[src/inc/cfgms_regs.svh]
// constants for the configuration mode pin select block
`ifndef CFGMS_REGS_SVH
`define CFGMS_REGS_SVH

// mode pin codes
`define CFGMS_CODE_MSERIAL  3'h0
`define CFGMS_CODE_MFLASHS  3'h1
`define CFGMS_CODE_MPFLASH  3'h2
`define CFGMS_CODE_MPPORT   3'h4
`define CFGMS_CODE_SCANONLY 3'h5
`define CFGMS_CODE_SPPORT   3'h6
`define CFGMS_CODE_SSERIAL  3'h7
// value read when the mode pins float high
`define CFGMS_MODE_DEFAULT  3'h7

// bank 0 multi-use pin positions
`define CFGMS_B0_FCS        0
`define CFGMS_B0_D00        1
`define CFGMS_B0_D01        2
`define CFGMS_B0_D02        3
`define CFGMS_B0_D03        4
`define CFGMS_B0_N          5

// bank 65 pin group positions
`define CFGMS_B65_D07_04    0
`define CFGMS_B65_D15_08    1
`define CFGMS_B65_A15_D31   2
`define CFGMS_B65_A28_16    3
`define CFGMS_B65_EXTCLK    4
`define CFGMS_B65_CSI_ADV   5
`define CFGMS_B65_DOUT_CSO  6
`define CFGMS_B65_FOE       7
`define CFGMS_B65_FWE_FCS2  8
`define CFGMS_B65_RS        9
`define CFGMS_B65_N         10

// width select codes
`define CFGMS_WSEL_X1       2'h0
`define CFGMS_WSEL_X2       2'h1
`define CFGMS_WSEL_X4       2'h2
`define CFGMS_WSEL_X8       2'h3
`define CFGMS_PSEL_X8       2'h0
`define CFGMS_PSEL_X16      2'h1
`define CFGMS_PSEL_X32      2'h2

// internal configuration clock divider half period in CLK cycles
`define CFGMS_CLK_HALF_DEF  4

`endif

[src/inc/cfgms_pkg.sv]
// types and the mode decode function of the configuration mode pin select block
`include "cfgms_regs.svh"

package cfgms_pkg;

  typedef enum logic [6:0] {
    CFGMS_MSERIAL  = 7'h01,
    CFGMS_MFLASHS  = 7'h02,
    CFGMS_MPFLASH  = 7'h04,
    CFGMS_MPPORT   = 7'h08,
    CFGMS_SCANONLY = 7'h10,
    CFGMS_SPPORT   = 7'h20,
    CFGMS_SSERIAL  = 7'h40
  } cfgms_mode_t;

  typedef logic [`CFGMS_B0_N-1:0]  cfgms_b0_t;
  typedef logic [`CFGMS_B65_N-1:0] cfgms_b65_t;

  // three-bit pin code to interface; the unlisted code 011 selects no interface pins
  function automatic cfgms_mode_t cfgms_decode(input logic [2:0] code);
    case (code)
      `CFGMS_CODE_MSERIAL:  cfgms_decode = CFGMS_MSERIAL;
      `CFGMS_CODE_MFLASHS:  cfgms_decode = CFGMS_MFLASHS;
      `CFGMS_CODE_MPFLASH:  cfgms_decode = CFGMS_MPFLASH;
      `CFGMS_CODE_MPPORT:   cfgms_decode = CFGMS_MPPORT;
      `CFGMS_CODE_SPPORT:   cfgms_decode = CFGMS_SPPORT;
      `CFGMS_CODE_SSERIAL:  cfgms_decode = CFGMS_SSERIAL;
      default:              cfgms_decode = CFGMS_SCANONLY;
    endcase
  endfunction : cfgms_decode

endpackage : cfgms_pkg

[src/logic/cfgms_mode_latch.sv]
// synchroniser and one-shot capture of the mode select pins
`timescale 1ns/1ps
`default_nettype none
`include "cfgms_regs.svh"

module cfgms_mode_latch #(
  parameter int WIDTH = 3
) (
  input  wire logic             clk,
  input  wire logic             rstn,
  input  wire logic [WIDTH-1:0] pins,
  input  wire logic             start,
  output logic      [WIDTH-1:0] code_q,
  output logic                  captured_q
);

  // ****************************************
  // checks
  // ****************************************
  initial begin
    if (WIDTH != 3) begin
      $error("mode latch supports exactly three mode pins");
    end
  end

  logic [WIDTH-1:0] sync1_q;
  logic [WIDTH-1:0] sync2_q;

  // two-stage synchroniser, first stage read only by the second
  always_ff @(posedge clk or negedge rstn) begin
    if (!rstn) begin
      sync1_q <= '1;
      sync2_q <= '1;
    end else begin
      sync1_q <= pins;
      sync2_q <= sync1_q;
    end
  end

  // capture once at the first start after reset, then hold
  always_ff @(posedge clk or negedge rstn) begin
    if (!rstn) begin
      code_q     <= `CFGMS_MODE_DEFAULT;
      captured_q <= 1'b0;
    end else if (start && !captured_q) begin
      code_q     <= sync2_q;
      captured_q <= 1'b1;
    end
  end

  chk_capture_hold: assert property (@(posedge clk) disable iff (!rstn)
    captured_q |=> $stable(code_q) && captured_q)
    else $error("captured mode changed before reset");

endmodule : cfgms_mode_latch

`default_nettype wire

[src/logic/cfgms_pin_select.sv]
// configuration mode pin select: mode decode, clock pin direction and pin usage
//
// Overview of operation
// - decode mode pins into seven interfaces: serial, flash, parallel, port, scan, slave port, slave serial
// - every master mode drives the configuration clock pin out
// - slave modes take the configuration clock pin as input from the source
// - boundary scan stays available whatever the mode pins read
// - floating mode pins read 111, so slave serial is the default
// - dedicated bank 0 pins take part in every configuration mode
// - bank 65 pins are configuration pins only in modes using them, otherwise user I/O
// - with keep option, used bank 65 pins keep configuration function after done
// - configuration pins unused by the mode are high impedance and ignored
// - daisy-chain data output driven only while forwarding serial data, else high impedance
// - external master clock used only when enabled, else internal configuration clock
`timescale 1ns/1ps
`default_nettype none
`include "cfgms_regs.svh"

module cfgms_pin_select #(
  parameter int CLK_HALF = `CFGMS_CLK_HALF_DEF
) (
  input  wire logic                     CLK,
  input  wire logic                     RSTN,
  input  wire logic [2:0]               MODE_PINS,
  input  wire logic                     CFG_START,
  input  wire logic [1:0]               WIDTH_SEL,
  input  wire logic                     CFG_DONE,
  input  wire logic                     KEEP_CFG_PINS,
  input  wire logic                     EXT_CLK_EN,
  input  wire logic                     EXTERNAL_MASTER_CLOCK_IN,
  input  wire logic                     CONFIG_CLOCK_PIN_I,
  output logic                          CONFIG_CLOCK_PIN_O,
  output logic                          CONFIG_CLOCK_PIN_OE,
  output logic                          CONFIG_CLOCK_LEVEL,
  input  wire logic                     DAISY_FWD,
  input  wire logic                     DAISY_DATA,
  output logic                          DAISY_OUT_O,
  output logic                          DAISY_OUT_OE,
  output logic [2:0]                    MODE_CODE,
  output logic [6:0]                    MODE_ONEHOT,
  output logic                          MODE_VALID,
  output logic                          IS_MASTER,
  output logic [5:0]                    BUS_LANES,
  output logic                          SCAN_AVAIL,
  output logic                          BANK0_DEDICATED_EN,
  output logic [`CFGMS_B0_N-1:0]        BANK0_CFG,
  output logic [`CFGMS_B65_N-1:0]       BANK65_CFG
);

  // ****************************************
  // parameter checks
  // ****************************************
  initial begin
    if (CLK_HALF < 1 || CLK_HALF > 255) begin
      $error("CLK_HALF must lie in 1..255");
    end
  end

  // ****************************************
  // mode capture and decode
  // ****************************************
  logic [2:0]          code;
  logic                captured;
  cfgms_pkg::cfgms_mode_t mode;
  cfgms_pkg::cfgms_b0_t   b0_use;
  cfgms_pkg::cfgms_b65_t  b65_use;
  logic                master;
  logic [5:0]          lanes;

  cfgms_mode_latch #(
    .WIDTH      (3)
  ) u_latch (
    .clk        (CLK),
    .rstn       (RSTN),
    .pins       (MODE_PINS),
    .start      (CFG_START),
    .code_q     (code),
    .captured_q (captured)
  );

  assign mode = cfgms_pkg::cfgms_decode(code);

  // pin usage and bus width per interface
  always_comb begin
    b0_use  = '0;
    b65_use = '0;
    lanes   = 6'h01;
    master  = 1'b0;
    case (mode)
      cfgms_pkg::CFGMS_MSERIAL: begin
        master = 1'b1;
        b0_use[`CFGMS_B0_D01]         = 1'b1;
        b65_use[`CFGMS_B65_EXTCLK]    = 1'b1;
        b65_use[`CFGMS_B65_DOUT_CSO]  = 1'b1;
      end
      cfgms_pkg::CFGMS_MFLASHS: begin
        master = 1'b1;
        b0_use[`CFGMS_B0_FCS]         = 1'b1;
        b0_use[`CFGMS_B0_D00]         = 1'b1;
        b0_use[`CFGMS_B0_D01]         = 1'b1;
        b65_use[`CFGMS_B65_EXTCLK]    = 1'b1;
        case (WIDTH_SEL)
          `CFGMS_WSEL_X1: begin
            b65_use[`CFGMS_B65_DOUT_CSO] = 1'b1;
          end
          `CFGMS_WSEL_X2: begin
            lanes = 6'h02;
          end
          `CFGMS_WSEL_X4: begin
            lanes = 6'h04;
            b0_use[`CFGMS_B0_D03:`CFGMS_B0_D02] = 2'h3;
          end
          default: begin
            lanes = 6'h08;
            b0_use[`CFGMS_B0_D03:`CFGMS_B0_D02] = 2'h3;
            b65_use[`CFGMS_B65_D07_04]   = 1'b1;
            b65_use[`CFGMS_B65_FWE_FCS2] = 1'b1;
          end
        endcase
      end
      cfgms_pkg::CFGMS_MPFLASH, cfgms_pkg::CFGMS_MPPORT, cfgms_pkg::CFGMS_SPPORT: begin
        master = (mode != cfgms_pkg::CFGMS_SPPORT);
        b0_use = '1;
        lanes  = 6'h08;
        b65_use[`CFGMS_B65_D07_04]    = 1'b1;
        b65_use[`CFGMS_B65_CSI_ADV]   = 1'b1;
        b65_use[`CFGMS_B65_DOUT_CSO]  = 1'b1;
        b65_use[`CFGMS_B65_EXTCLK]    = master;
        if (WIDTH_SEL != `CFGMS_PSEL_X8) begin
          lanes = 6'h10;
          b65_use[`CFGMS_B65_D15_08]  = 1'b1;
        end
        if (mode == cfgms_pkg::CFGMS_MPFLASH) begin
          b65_use[`CFGMS_B65_A15_D31] = 1'b1;
          b65_use[`CFGMS_B65_A28_16]  = 1'b1;
          b65_use[`CFGMS_B65_FOE]     = 1'b1;
          b65_use[`CFGMS_B65_FWE_FCS2] = 1'b1;
          b65_use[`CFGMS_B65_RS]      = 1'b1;
        end
        if (mode == cfgms_pkg::CFGMS_SPPORT && WIDTH_SEL == `CFGMS_PSEL_X32) begin
          lanes = 6'h20;
          b65_use[`CFGMS_B65_A15_D31] = 1'b1;
        end
      end
      cfgms_pkg::CFGMS_SSERIAL: begin
        b0_use[`CFGMS_B0_D01]         = 1'b1;
        b65_use[`CFGMS_B65_DOUT_CSO]  = 1'b1;
      end
      default: begin
        lanes = 6'h01;                              // scan only: no pins beyond bank 0 dedicated
      end
    endcase
  end

  // registered mode status
  always_ff @(posedge CLK or negedge RSTN) begin
    if (!RSTN) begin
      MODE_CODE   <= `CFGMS_MODE_DEFAULT;
      MODE_ONEHOT <= cfgms_pkg::CFGMS_SSERIAL;
      MODE_VALID  <= 1'b0;
      IS_MASTER   <= 1'b0;
      BUS_LANES   <= 6'h01;
    end else begin
      MODE_CODE   <= code;
      MODE_ONEHOT <= mode;
      MODE_VALID  <= captured;
      IS_MASTER   <= master && captured;
      BUS_LANES   <= lanes;
    end
  end

  // scan path and dedicated bank 0 never depend on the mode
  always_ff @(posedge CLK or negedge RSTN) begin
    if (!RSTN) begin
      SCAN_AVAIL         <= 1'b0;
      BANK0_DEDICATED_EN <= 1'b0;
    end else begin
      SCAN_AVAIL         <= 1'b1;
      BANK0_DEDICATED_EN <= 1'b1;
    end
  end

  // ****************************************
  // configuration pin ownership
  // ****************************************
  logic cfg_phase;
  assign cfg_phase = captured && !CFG_DONE;

  // bank 0 multi-use pins: unused ones stay released
  always_ff @(posedge CLK or negedge RSTN) begin
    if (!RSTN) begin
      BANK0_CFG <= '0;
    end else begin
      BANK0_CFG <= b0_use & {`CFGMS_B0_N{cfg_phase}};
    end
  end

  // bank 65 groups: config function only when used, kept after done on request
  genvar g;
  generate
    for (g = 0; g < `CFGMS_B65_N; g++) begin : g_b65
      always_ff @(posedge CLK or negedge RSTN) begin
        if (!RSTN) begin
          BANK65_CFG[g] <= 1'b0;
        end else begin
          BANK65_CFG[g] <= b65_use[g] && captured && (!CFG_DONE || KEEP_CFG_PINS);
        end
      end
    end
  endgenerate

  // ****************************************
  // configuration clock
  // ****************************************
  logic [7:0] div_q;
  logic       int_clk_q;
  logic       ext_s1_q;
  logic       ext_s2_q;
  logic       cin_s1_q;
  logic       cin_s2_q;
  logic       use_ext;

  // internal configuration clock from CLK
  always_ff @(posedge CLK or negedge RSTN) begin
    if (!RSTN) begin
      div_q     <= 8'h00;
      int_clk_q <= 1'b0;
    end else if (div_q == 8'(CLK_HALF - 1)) begin
      div_q     <= 8'h00;
      int_clk_q <= !int_clk_q;
    end else begin
      div_q     <= div_q + 8'h01;
    end
  end

  // pin synchronisers for the external clock and the received clock
  always_ff @(posedge CLK or negedge RSTN) begin
    if (!RSTN) begin
      ext_s1_q <= 1'b0;
      ext_s2_q <= 1'b0;
      cin_s1_q <= 1'b0;
      cin_s2_q <= 1'b0;
    end else begin
      ext_s1_q <= EXTERNAL_MASTER_CLOCK_IN;
      ext_s2_q <= ext_s1_q;
      cin_s1_q <= CONFIG_CLOCK_PIN_I;
      cin_s2_q <= cin_s1_q;
    end
  end

  assign use_ext = EXT_CLK_EN && b65_use[`CFGMS_B65_EXTCLK];

  // direction and source of the clock pin
  always_ff @(posedge CLK or negedge RSTN) begin
    if (!RSTN) begin
      CONFIG_CLOCK_PIN_O  <= 1'b0;
      CONFIG_CLOCK_PIN_OE <= 1'b0;
      CONFIG_CLOCK_LEVEL  <= 1'b0;
    end else begin
      CONFIG_CLOCK_PIN_O  <= use_ext ? ext_s2_q : int_clk_q;
      CONFIG_CLOCK_PIN_OE <= master && captured;
      CONFIG_CLOCK_LEVEL  <= CONFIG_CLOCK_PIN_OE ? CONFIG_CLOCK_PIN_O : cin_s2_q;
    end
  end

  // ****************************************
  // daisy-chain data output
  // ****************************************
  always_ff @(posedge CLK or negedge RSTN) begin
    if (!RSTN) begin
      DAISY_OUT_O  <= 1'b0;
      DAISY_OUT_OE <= 1'b0;
    end else begin
      DAISY_OUT_O  <= DAISY_FWD ? DAISY_DATA : 1'b0;
      DAISY_OUT_OE <= DAISY_FWD && cfg_phase && lanes == 6'h01
                      && b65_use[`CFGMS_B65_DOUT_CSO];
    end
  end

  // ****************************************
  // checks
  // ****************************************
  chk_decode_map: assert property (@(posedge CLK) disable iff (!RSTN)
    ##1 MODE_ONEHOT == $past(mode))
    else $error("mode one-hot does not match pin code");

  chk_master_clk_out: assert property (@(posedge CLK) disable iff (!RSTN)
    (captured && code inside {3'h0, 3'h1, 3'h2, 3'h4}) |=> CONFIG_CLOCK_PIN_OE)
    else $error("master mode not driving clock pin");

  chk_slave_clk_in: assert property (@(posedge CLK) disable iff (!RSTN)
    (code inside {3'h6, 3'h7}) |=> !CONFIG_CLOCK_PIN_OE)
    else $error("slave mode driving clock pin");

  chk_scan_always: assert property (@(posedge CLK) disable iff (!RSTN)
    $past(RSTN) |-> SCAN_AVAIL && BANK0_DEDICATED_EN)
    else $error("scan path or bank 0 dropped");

  chk_default_slave: assert property (@(posedge CLK) disable iff (!RSTN)
    !captured |-> code == 3'h7 && !CONFIG_CLOCK_PIN_OE)
    else $error("default mode is not slave serial");

  chk_b65_user_io: assert property (@(posedge CLK) disable iff (!RSTN)
    (CFG_DONE && !KEEP_CFG_PINS) |=> BANK65_CFG == '0)
    else $error("bank 65 not returned to user after done");

  chk_keep_pins: assert property (@(posedge CLK) disable iff (!RSTN)
    (captured && CFG_DONE && KEEP_CFG_PINS) |=> BANK65_CFG == $past(b65_use))
    else $error("kept configuration pins lost after done");

  chk_unused_hiz: assert property (@(posedge CLK) disable iff (!RSTN)
    ##1 (BANK0_CFG & ~$past(b0_use)) == '0 && (BANK65_CFG & ~$past(b65_use)) == '0)
    else $error("unused configuration pin claimed");

  chk_daisy_hiz: assert property (@(posedge CLK) disable iff (!RSTN)
    (!DAISY_FWD || CFG_DONE) |=> !DAISY_OUT_OE)
    else $error("daisy output driven without forwarding");

  chk_int_clk_src: assert property (@(posedge CLK) disable iff (!RSTN)
    !EXT_CLK_EN |=> CONFIG_CLOCK_PIN_O == $past(int_clk_q))
    else $error("external clock used while disabled");

endmodule : cfgms_pin_select

`default_nettype wire

[config.mk]
export PLATFORM = sky130hd
export DESIGN_NAME = cfgms_pin_select
export DESIGN_NICKNAME = d
export VERILOG_FILES = /design/src/inc/cfgms_pkg.sv /design/src/logic/cfgms_mode_latch.sv /design/src/logic/cfgms_pin_select.sv
export VERILOG_INCLUDE_DIRS = /design/src /design/src/inc
export SDC_FILE = /design/constraint.sdc
export NUM_CORES = 1
export LEC_CHECK = 0
export BUFFER_PORTS_ARGS = -buffer_cell sky130_fd_sc_hd__buf_2
export CAP_MARGIN = 0
export CORE_ASPECT_RATIO = 1.75
export CORE_MARGIN = 2
export CORE_UTILIZATION = 50
export CTS_CLUSTER_DIAMETER = 30
export CTS_CLUSTER_SIZE = 16
export DETAILED_ROUTE_END_ITERATION = 10
export PLACE_DENSITY = 0.77
export REMOVE_ABC_BUFFERS = 1
export SYNTH_ARGS = -nofsm -noshare
export SYNTH_HDL_FRONTEND = slang
export SYNTH_SLANG_ARGS = --single-unit
[constraint.sdc]
create_clock -name CLK -period 2.4 [get_ports CLK]
set_clock_uncertainty 0.2 [all_clocks]
set_input_delay 0.36 -clock CLK [delete_from_list [all_inputs] [get_ports CLK]]
set_output_delay 0.36 -clock CLK [all_outputs]
set_load 0.1 [all_outputs]
Word level (Yosys, flattened, before mapping)
Index checks and enable logic that the tools add are counted.
{"block": "totals", "ff_bits": 61, "inputBits": 15, "output_inout_bits": 40}
{"block": "op_classes", "addsub": 1, "eq_ne": 16, "n_mux": 27, "bitwise_logic": 1, "reduce_logical": 41}
{"op": "one-hot mux 7 bit (6 select lines)", "n": 1}
{"op": "logical AND 1 bit", "n": 27}
{"op": "one-hot mux 4 bit (3 select lines)", "n": 1}
{"op": "one-hot mux 6 bit (2 select lines)", "n": 1}
{"op": "two-way mux 1 bit", "n": 11}
{"op": "equality test 3 bit (second input constant)", "n": 3}
{"op": "adder 8 x 1 -> 8 bit (second input constant)", "n": 1}
{"op": "equality test 8 x 2 -> 1 bit (second input constant)", "n": 1}
{"op": "two-way mux 8 bit", "n": 1}
{"op": "one-hot mux 1 bit (2 select lines)", "n": 4}
{"op": "equality test 7 x 1 -> 1 bit (second input constant)", "n": 1}
{"op": "equality test 7 x 2 -> 1 bit (second input constant)", "n": 1}
{"op": "equality test 7 x 3 -> 1 bit (second input constant)", "n": 1}
{"op": "equality test 7 x 4 -> 1 bit (second input constant)", "n": 1}
{"op": "equality test 7 x 6 -> 1 bit (second input constant)", "n": 1}
{"op": "equality test 7 bit (second input constant)", "n": 1}
{"op": "!= test 7 x 6 -> 1 bit (second input constant)", "n": 1}
{"op": "equality test 6 x 1 -> 1 bit (second input constant)", "n": 1}
{"op": "two-way mux 2 bit", "n": 3}
{"op": "two-way mux 3 bit", "n": 2}
{"op": "two-way mux 6 bit", "n": 1}
{"op": "OR reduction 3 bit", "n": 2}
{"op": "OR reduction 6 bit", "n": 1}
{"op": "bitwise AND 5 bit", "n": 1}
{"op": "other kinds (14)", "n": 17}

Logic depth before layout (Yosys ltp)
{"block": "depth", "depth_word": 9, "depth_mapped": 5, "mapped_depth_nobuf": 5}

Cells and area by module
Synthesis repeated with hierarchy kept, for this count alone.
{"block": "hier_totals", "hier_cells": 147, "hier_area_um2": 2014.4}
{"mod": "cfgms_pin_select", "instances": 1, "cells_each": 132, "area_per_inst_um2": 1687.9, "seq_area_each_um2": 1182.4}
{"mod": "cfgms_mode_latch", "instances": 1, "cells_each": 15, "area_per_inst_um2": 326.6, "seq_area_each_um2": 261.5}

Least setup slack after synthesis
Ideal clock, no wire load.
{"block": "synth_path", "kind": "register -> output", "from": "reg CONFIG_CLOCK_PIN_OE (netlist name)", "to": "out IS_MASTER", "arrival_ns": 1.346, "required_time_ns": 1.840, "slack_ns": 0.494, "stages_incl_launch_ff": 2, "path_cell_list": "dfrtp_1 buf_4"}
{"element": "to (decl)", "line": "cfgms_pin_select.sv:42", "source": "output logic IS_MASTER,"}

Worst setup path in the final report
{"block": "layout_path", "from": "reg MODE_CODE[2]", "to": "out MODE_CODE[2]"}
{"element": "from (decl)", "line": "cfgms_pin_select.sv:39", "source": "output logic [2:0] MODE_CODE,"}
{"element": "from (signal assigned)", "line": "cfgms_pin_select.sv:158", "source": "MODE_CODE <= `CFGMS_MODE_DEFAULT;"}
{"element": "from (signal assigned)", "line": "cfgms_pin_select.sv:164", "source": "MODE_CODE <= code;"}
No word-level cell between the ends.

==> out/qor.yml <==
outcome:
  status: "completed"
min_path:
  holdCritPathClass: "input pin to flop"
  min_path_cells: 2
  hold_path_end: "u_latch.captured_q"
  worstHoldStart: "CFG_START"
die:
  io_pins: 55
  die_h_um: 87.6
  start_util: 0.516
  die-area_um2: 4530
  fp-row-count: 30
  die_w_um: 51.7
  core-area_um2: 3870
clock_network:
  cts.path.max_buffers: 2
  cts_tree: "done"
  clock_latency_ns: 0.33
  htreeDepth: 3
  clock-root-buffer: "clkbuf_8"
  clkSinkCount: 57
  clkSlewWorstSetupHoldPaths_ns: 0.06
  post-cts-setup-buffer-count: 0
  numCtsBuffers: 9
logic_synthesis:
  synthArstFlopShare: 1.00
  synthFlopType: "dfrtp_1"
  synth_top_area_frac: 0.540
  synth_seq_cells: 57
  synthTopCellsByArea: "dfrtp_1 54%, dfstp_2 18%, buf_4 2.3%"
  yosys.area.top_type: "dfrtp_1"
  ys_types: 33
  yosysSeqAreaShare: 0.724
  ys_warn_count: 0
  synth_edf_count: 0
  netlist_area_um2: 1990
  netlist_instances: 151
  synth_area_per_cell_um2: 13.2
sta:
  period_needed_ns: 1.82
  slew_violations: 0
  relSlewSlack: 0.596
  grt_setup_unrepaired: "false"
  hold_viol: 0
  min_period_over_period: 0.759
  worst_slew_pin_slew_ns: 0.607
  setup_violations: 0
  tns_ns: 0
  fmax_mhz: 549
critical_path:
  rr_worst_depth: 3
  crit_path_start_kind: "flop"
  cp.required_ns: 1.84
  crit_path_end_kind: "output port"
  critPathMaxStageDelay_ns: 0.52
  crit_buf_inv: 1
  worstReg2RegStart: "div_q[3]"
  slowest_stage: "dfstp_2"
  path_cells: "buf_2"
  regToRegSetupSlack_ns: 0.61
  crit_path_max_fanout: 1
  critPathTopFamily: "flip-flops"
  worstPathArrival_ns: 1.26
  r2r_end: "div_q[1]"
  crit_type: "flop to output port"
route:
  wl_met1_um: 1210
  top_layer: "met4"
  dr.pass1.iters: 4
  wl_um: 3320
  drt_iter0_drc: 27
  viasPerCell: 4.92
  wl_met3_um: 256
  remaining_drc_errors: 0
  wl_met2_um: 1740
  routedWlPerCell_um: 12.5
  routed-via-count: 1310
  ant_nets: 0
grt:
  grt-ovfl-total: 0
  grt_usage: 0.173
  antenna_found_initial: 0
  grt_first_pass_wirelength_um: 5440
  grt_pass1_vias: 1285
  grt_max_degree: 31
finish:
  layout.cells.non_filler: 266
  drive_above_1_share: 0.408
  area_growth_pct: 30.5
  antenna_cells: 0
  nNetsFinal: 229
  final_common_cell: "buf_2"
  layout_common_cells: "54 x buf_2, 43 x dfrtp_1, 14 x dfstp_2, 12 x nand2_1, 11 x nor2_1"
flow_run:
  maxCapViolations: 0
power:
  vdd_drop_max_mv: 0.739
  p_leak_uw: 0.00132
  fin_total_pwr_uw: 2620
  power.density_nw_per_um2: 1010
placement:
  portBuffers: 54
  place_inst: 244
  detailed_place_hpwl_um: 2330
  globalplace.congestion: 0.748
[how the worst max path moves through the flow]
stage	startpoint	depth (start not counted)	to
after floorplan	BANK65_CFG[3]	0	BANK65_CFG[3]
after global placement	div_q[3]	3	div_q[1]
after detailed placement	div_q[3]	3	div_q[1]
after CTS	MODE_CODE[2]	1	MODE_CODE[2]
after global routing	MODE_CODE[2]	1	MODE_CODE[2]
final	MODE_CODE[2]	1	MODE_CODE[2]
[cell usage after synthesis (4+ instances only)]
| master | n |
|---|---|
| buf_4 | 6 |
| clkbuf_1 | 4 |
| nor3_1 | 4 |
| nand3_1 | 5 |
| nand2b_1 | 5 |
| xor2_1 | 4 |
| dfstp_2 | 14 |
| dfrtp_1 | 43 |
| nor2_1 | 11 |
| nand2_1 | 12 |
| a21oi_1 | 6 |
[through the flow]
| stage | hold slack (ns) | setup WS, ns | area, um^2 | utilization |
|---|---|---|---|---|
| 2_1_floorplan | -0.136 | -0.234 | 1930 | - |
| 3_3_place_gp | 0.133 | 0.648 | 2280 | 0.591 |
| 3_5_place_dp | 0.137 | 0.614 | 2280 | 0.591 |
| 4_1_cts | 0.0119 | 0.548 | 2600 | 0.673 |
| 5_1_grt | 0.0246 | 0.541 | 2600 | 0.673 |
| 6_report | 0.0303 | 0.578 | 2600 | 0.673 |
[worst reg2reg max path, stage by stage, from the launching register on]
cell	delay (ns)
dfrtp_1	0.42
or3_1	0.40
or4_4	0.50
and2_1	0.17
[routing by layer]
layer / vias to the layer above / global-route usage
met5: - / 0
met2: 59 / 0.287
met4: 0 / 0.129
li1: 615 / -
met1: 625 / 0.170
met3: 11 / 0.0683
[sequential cells by signal, indices dropped and copies added, names as in the netlist, 3 cells and up]
register / count
div_q: 8
BANK65_CFG: 8
MODE_ONEHOT: 7
u_latch.sync2_q: 3
u_latch.sync1_q: 3
BUS_LANES: 6
MODE_CODE: 3
BANK0_CFG: 3
u_latch.code_q: 3
[repair_timing]
action                    4_1_cts  5_1_grt
hold buffers                    6        0
resized for setup               0        0
hold endpoints to repair       20        0
[area by class of cell]
type,count,area [um^2]
sequential,57,1440
tap,48,60.1
timing repair buffer,61,350
clock inverter,6,130
multi-input combinational,80,475
inverter,4,15.0
clock buffer,10,128
fill,288,1260
[logic make-up after synthesis]
family                     synth area share
xor gates and xnor gates             0.0307
DFF                                   0.724
other                               0.00188
buffers and inverters                0.0376
and+or+nand+nor                       0.133
adders and majority gates           0.00627
muxes                                0.0226
AOI/OAI and AO/OA                    0.0439
[power breakdown]
part | switching [uW] | internal (uW)
Clock | 359 | 791
Sequential | 19.3 | 1020
Combinational | 366 | 64.2
Total | 744 | 1870
(Power assumes the default switching activity.)
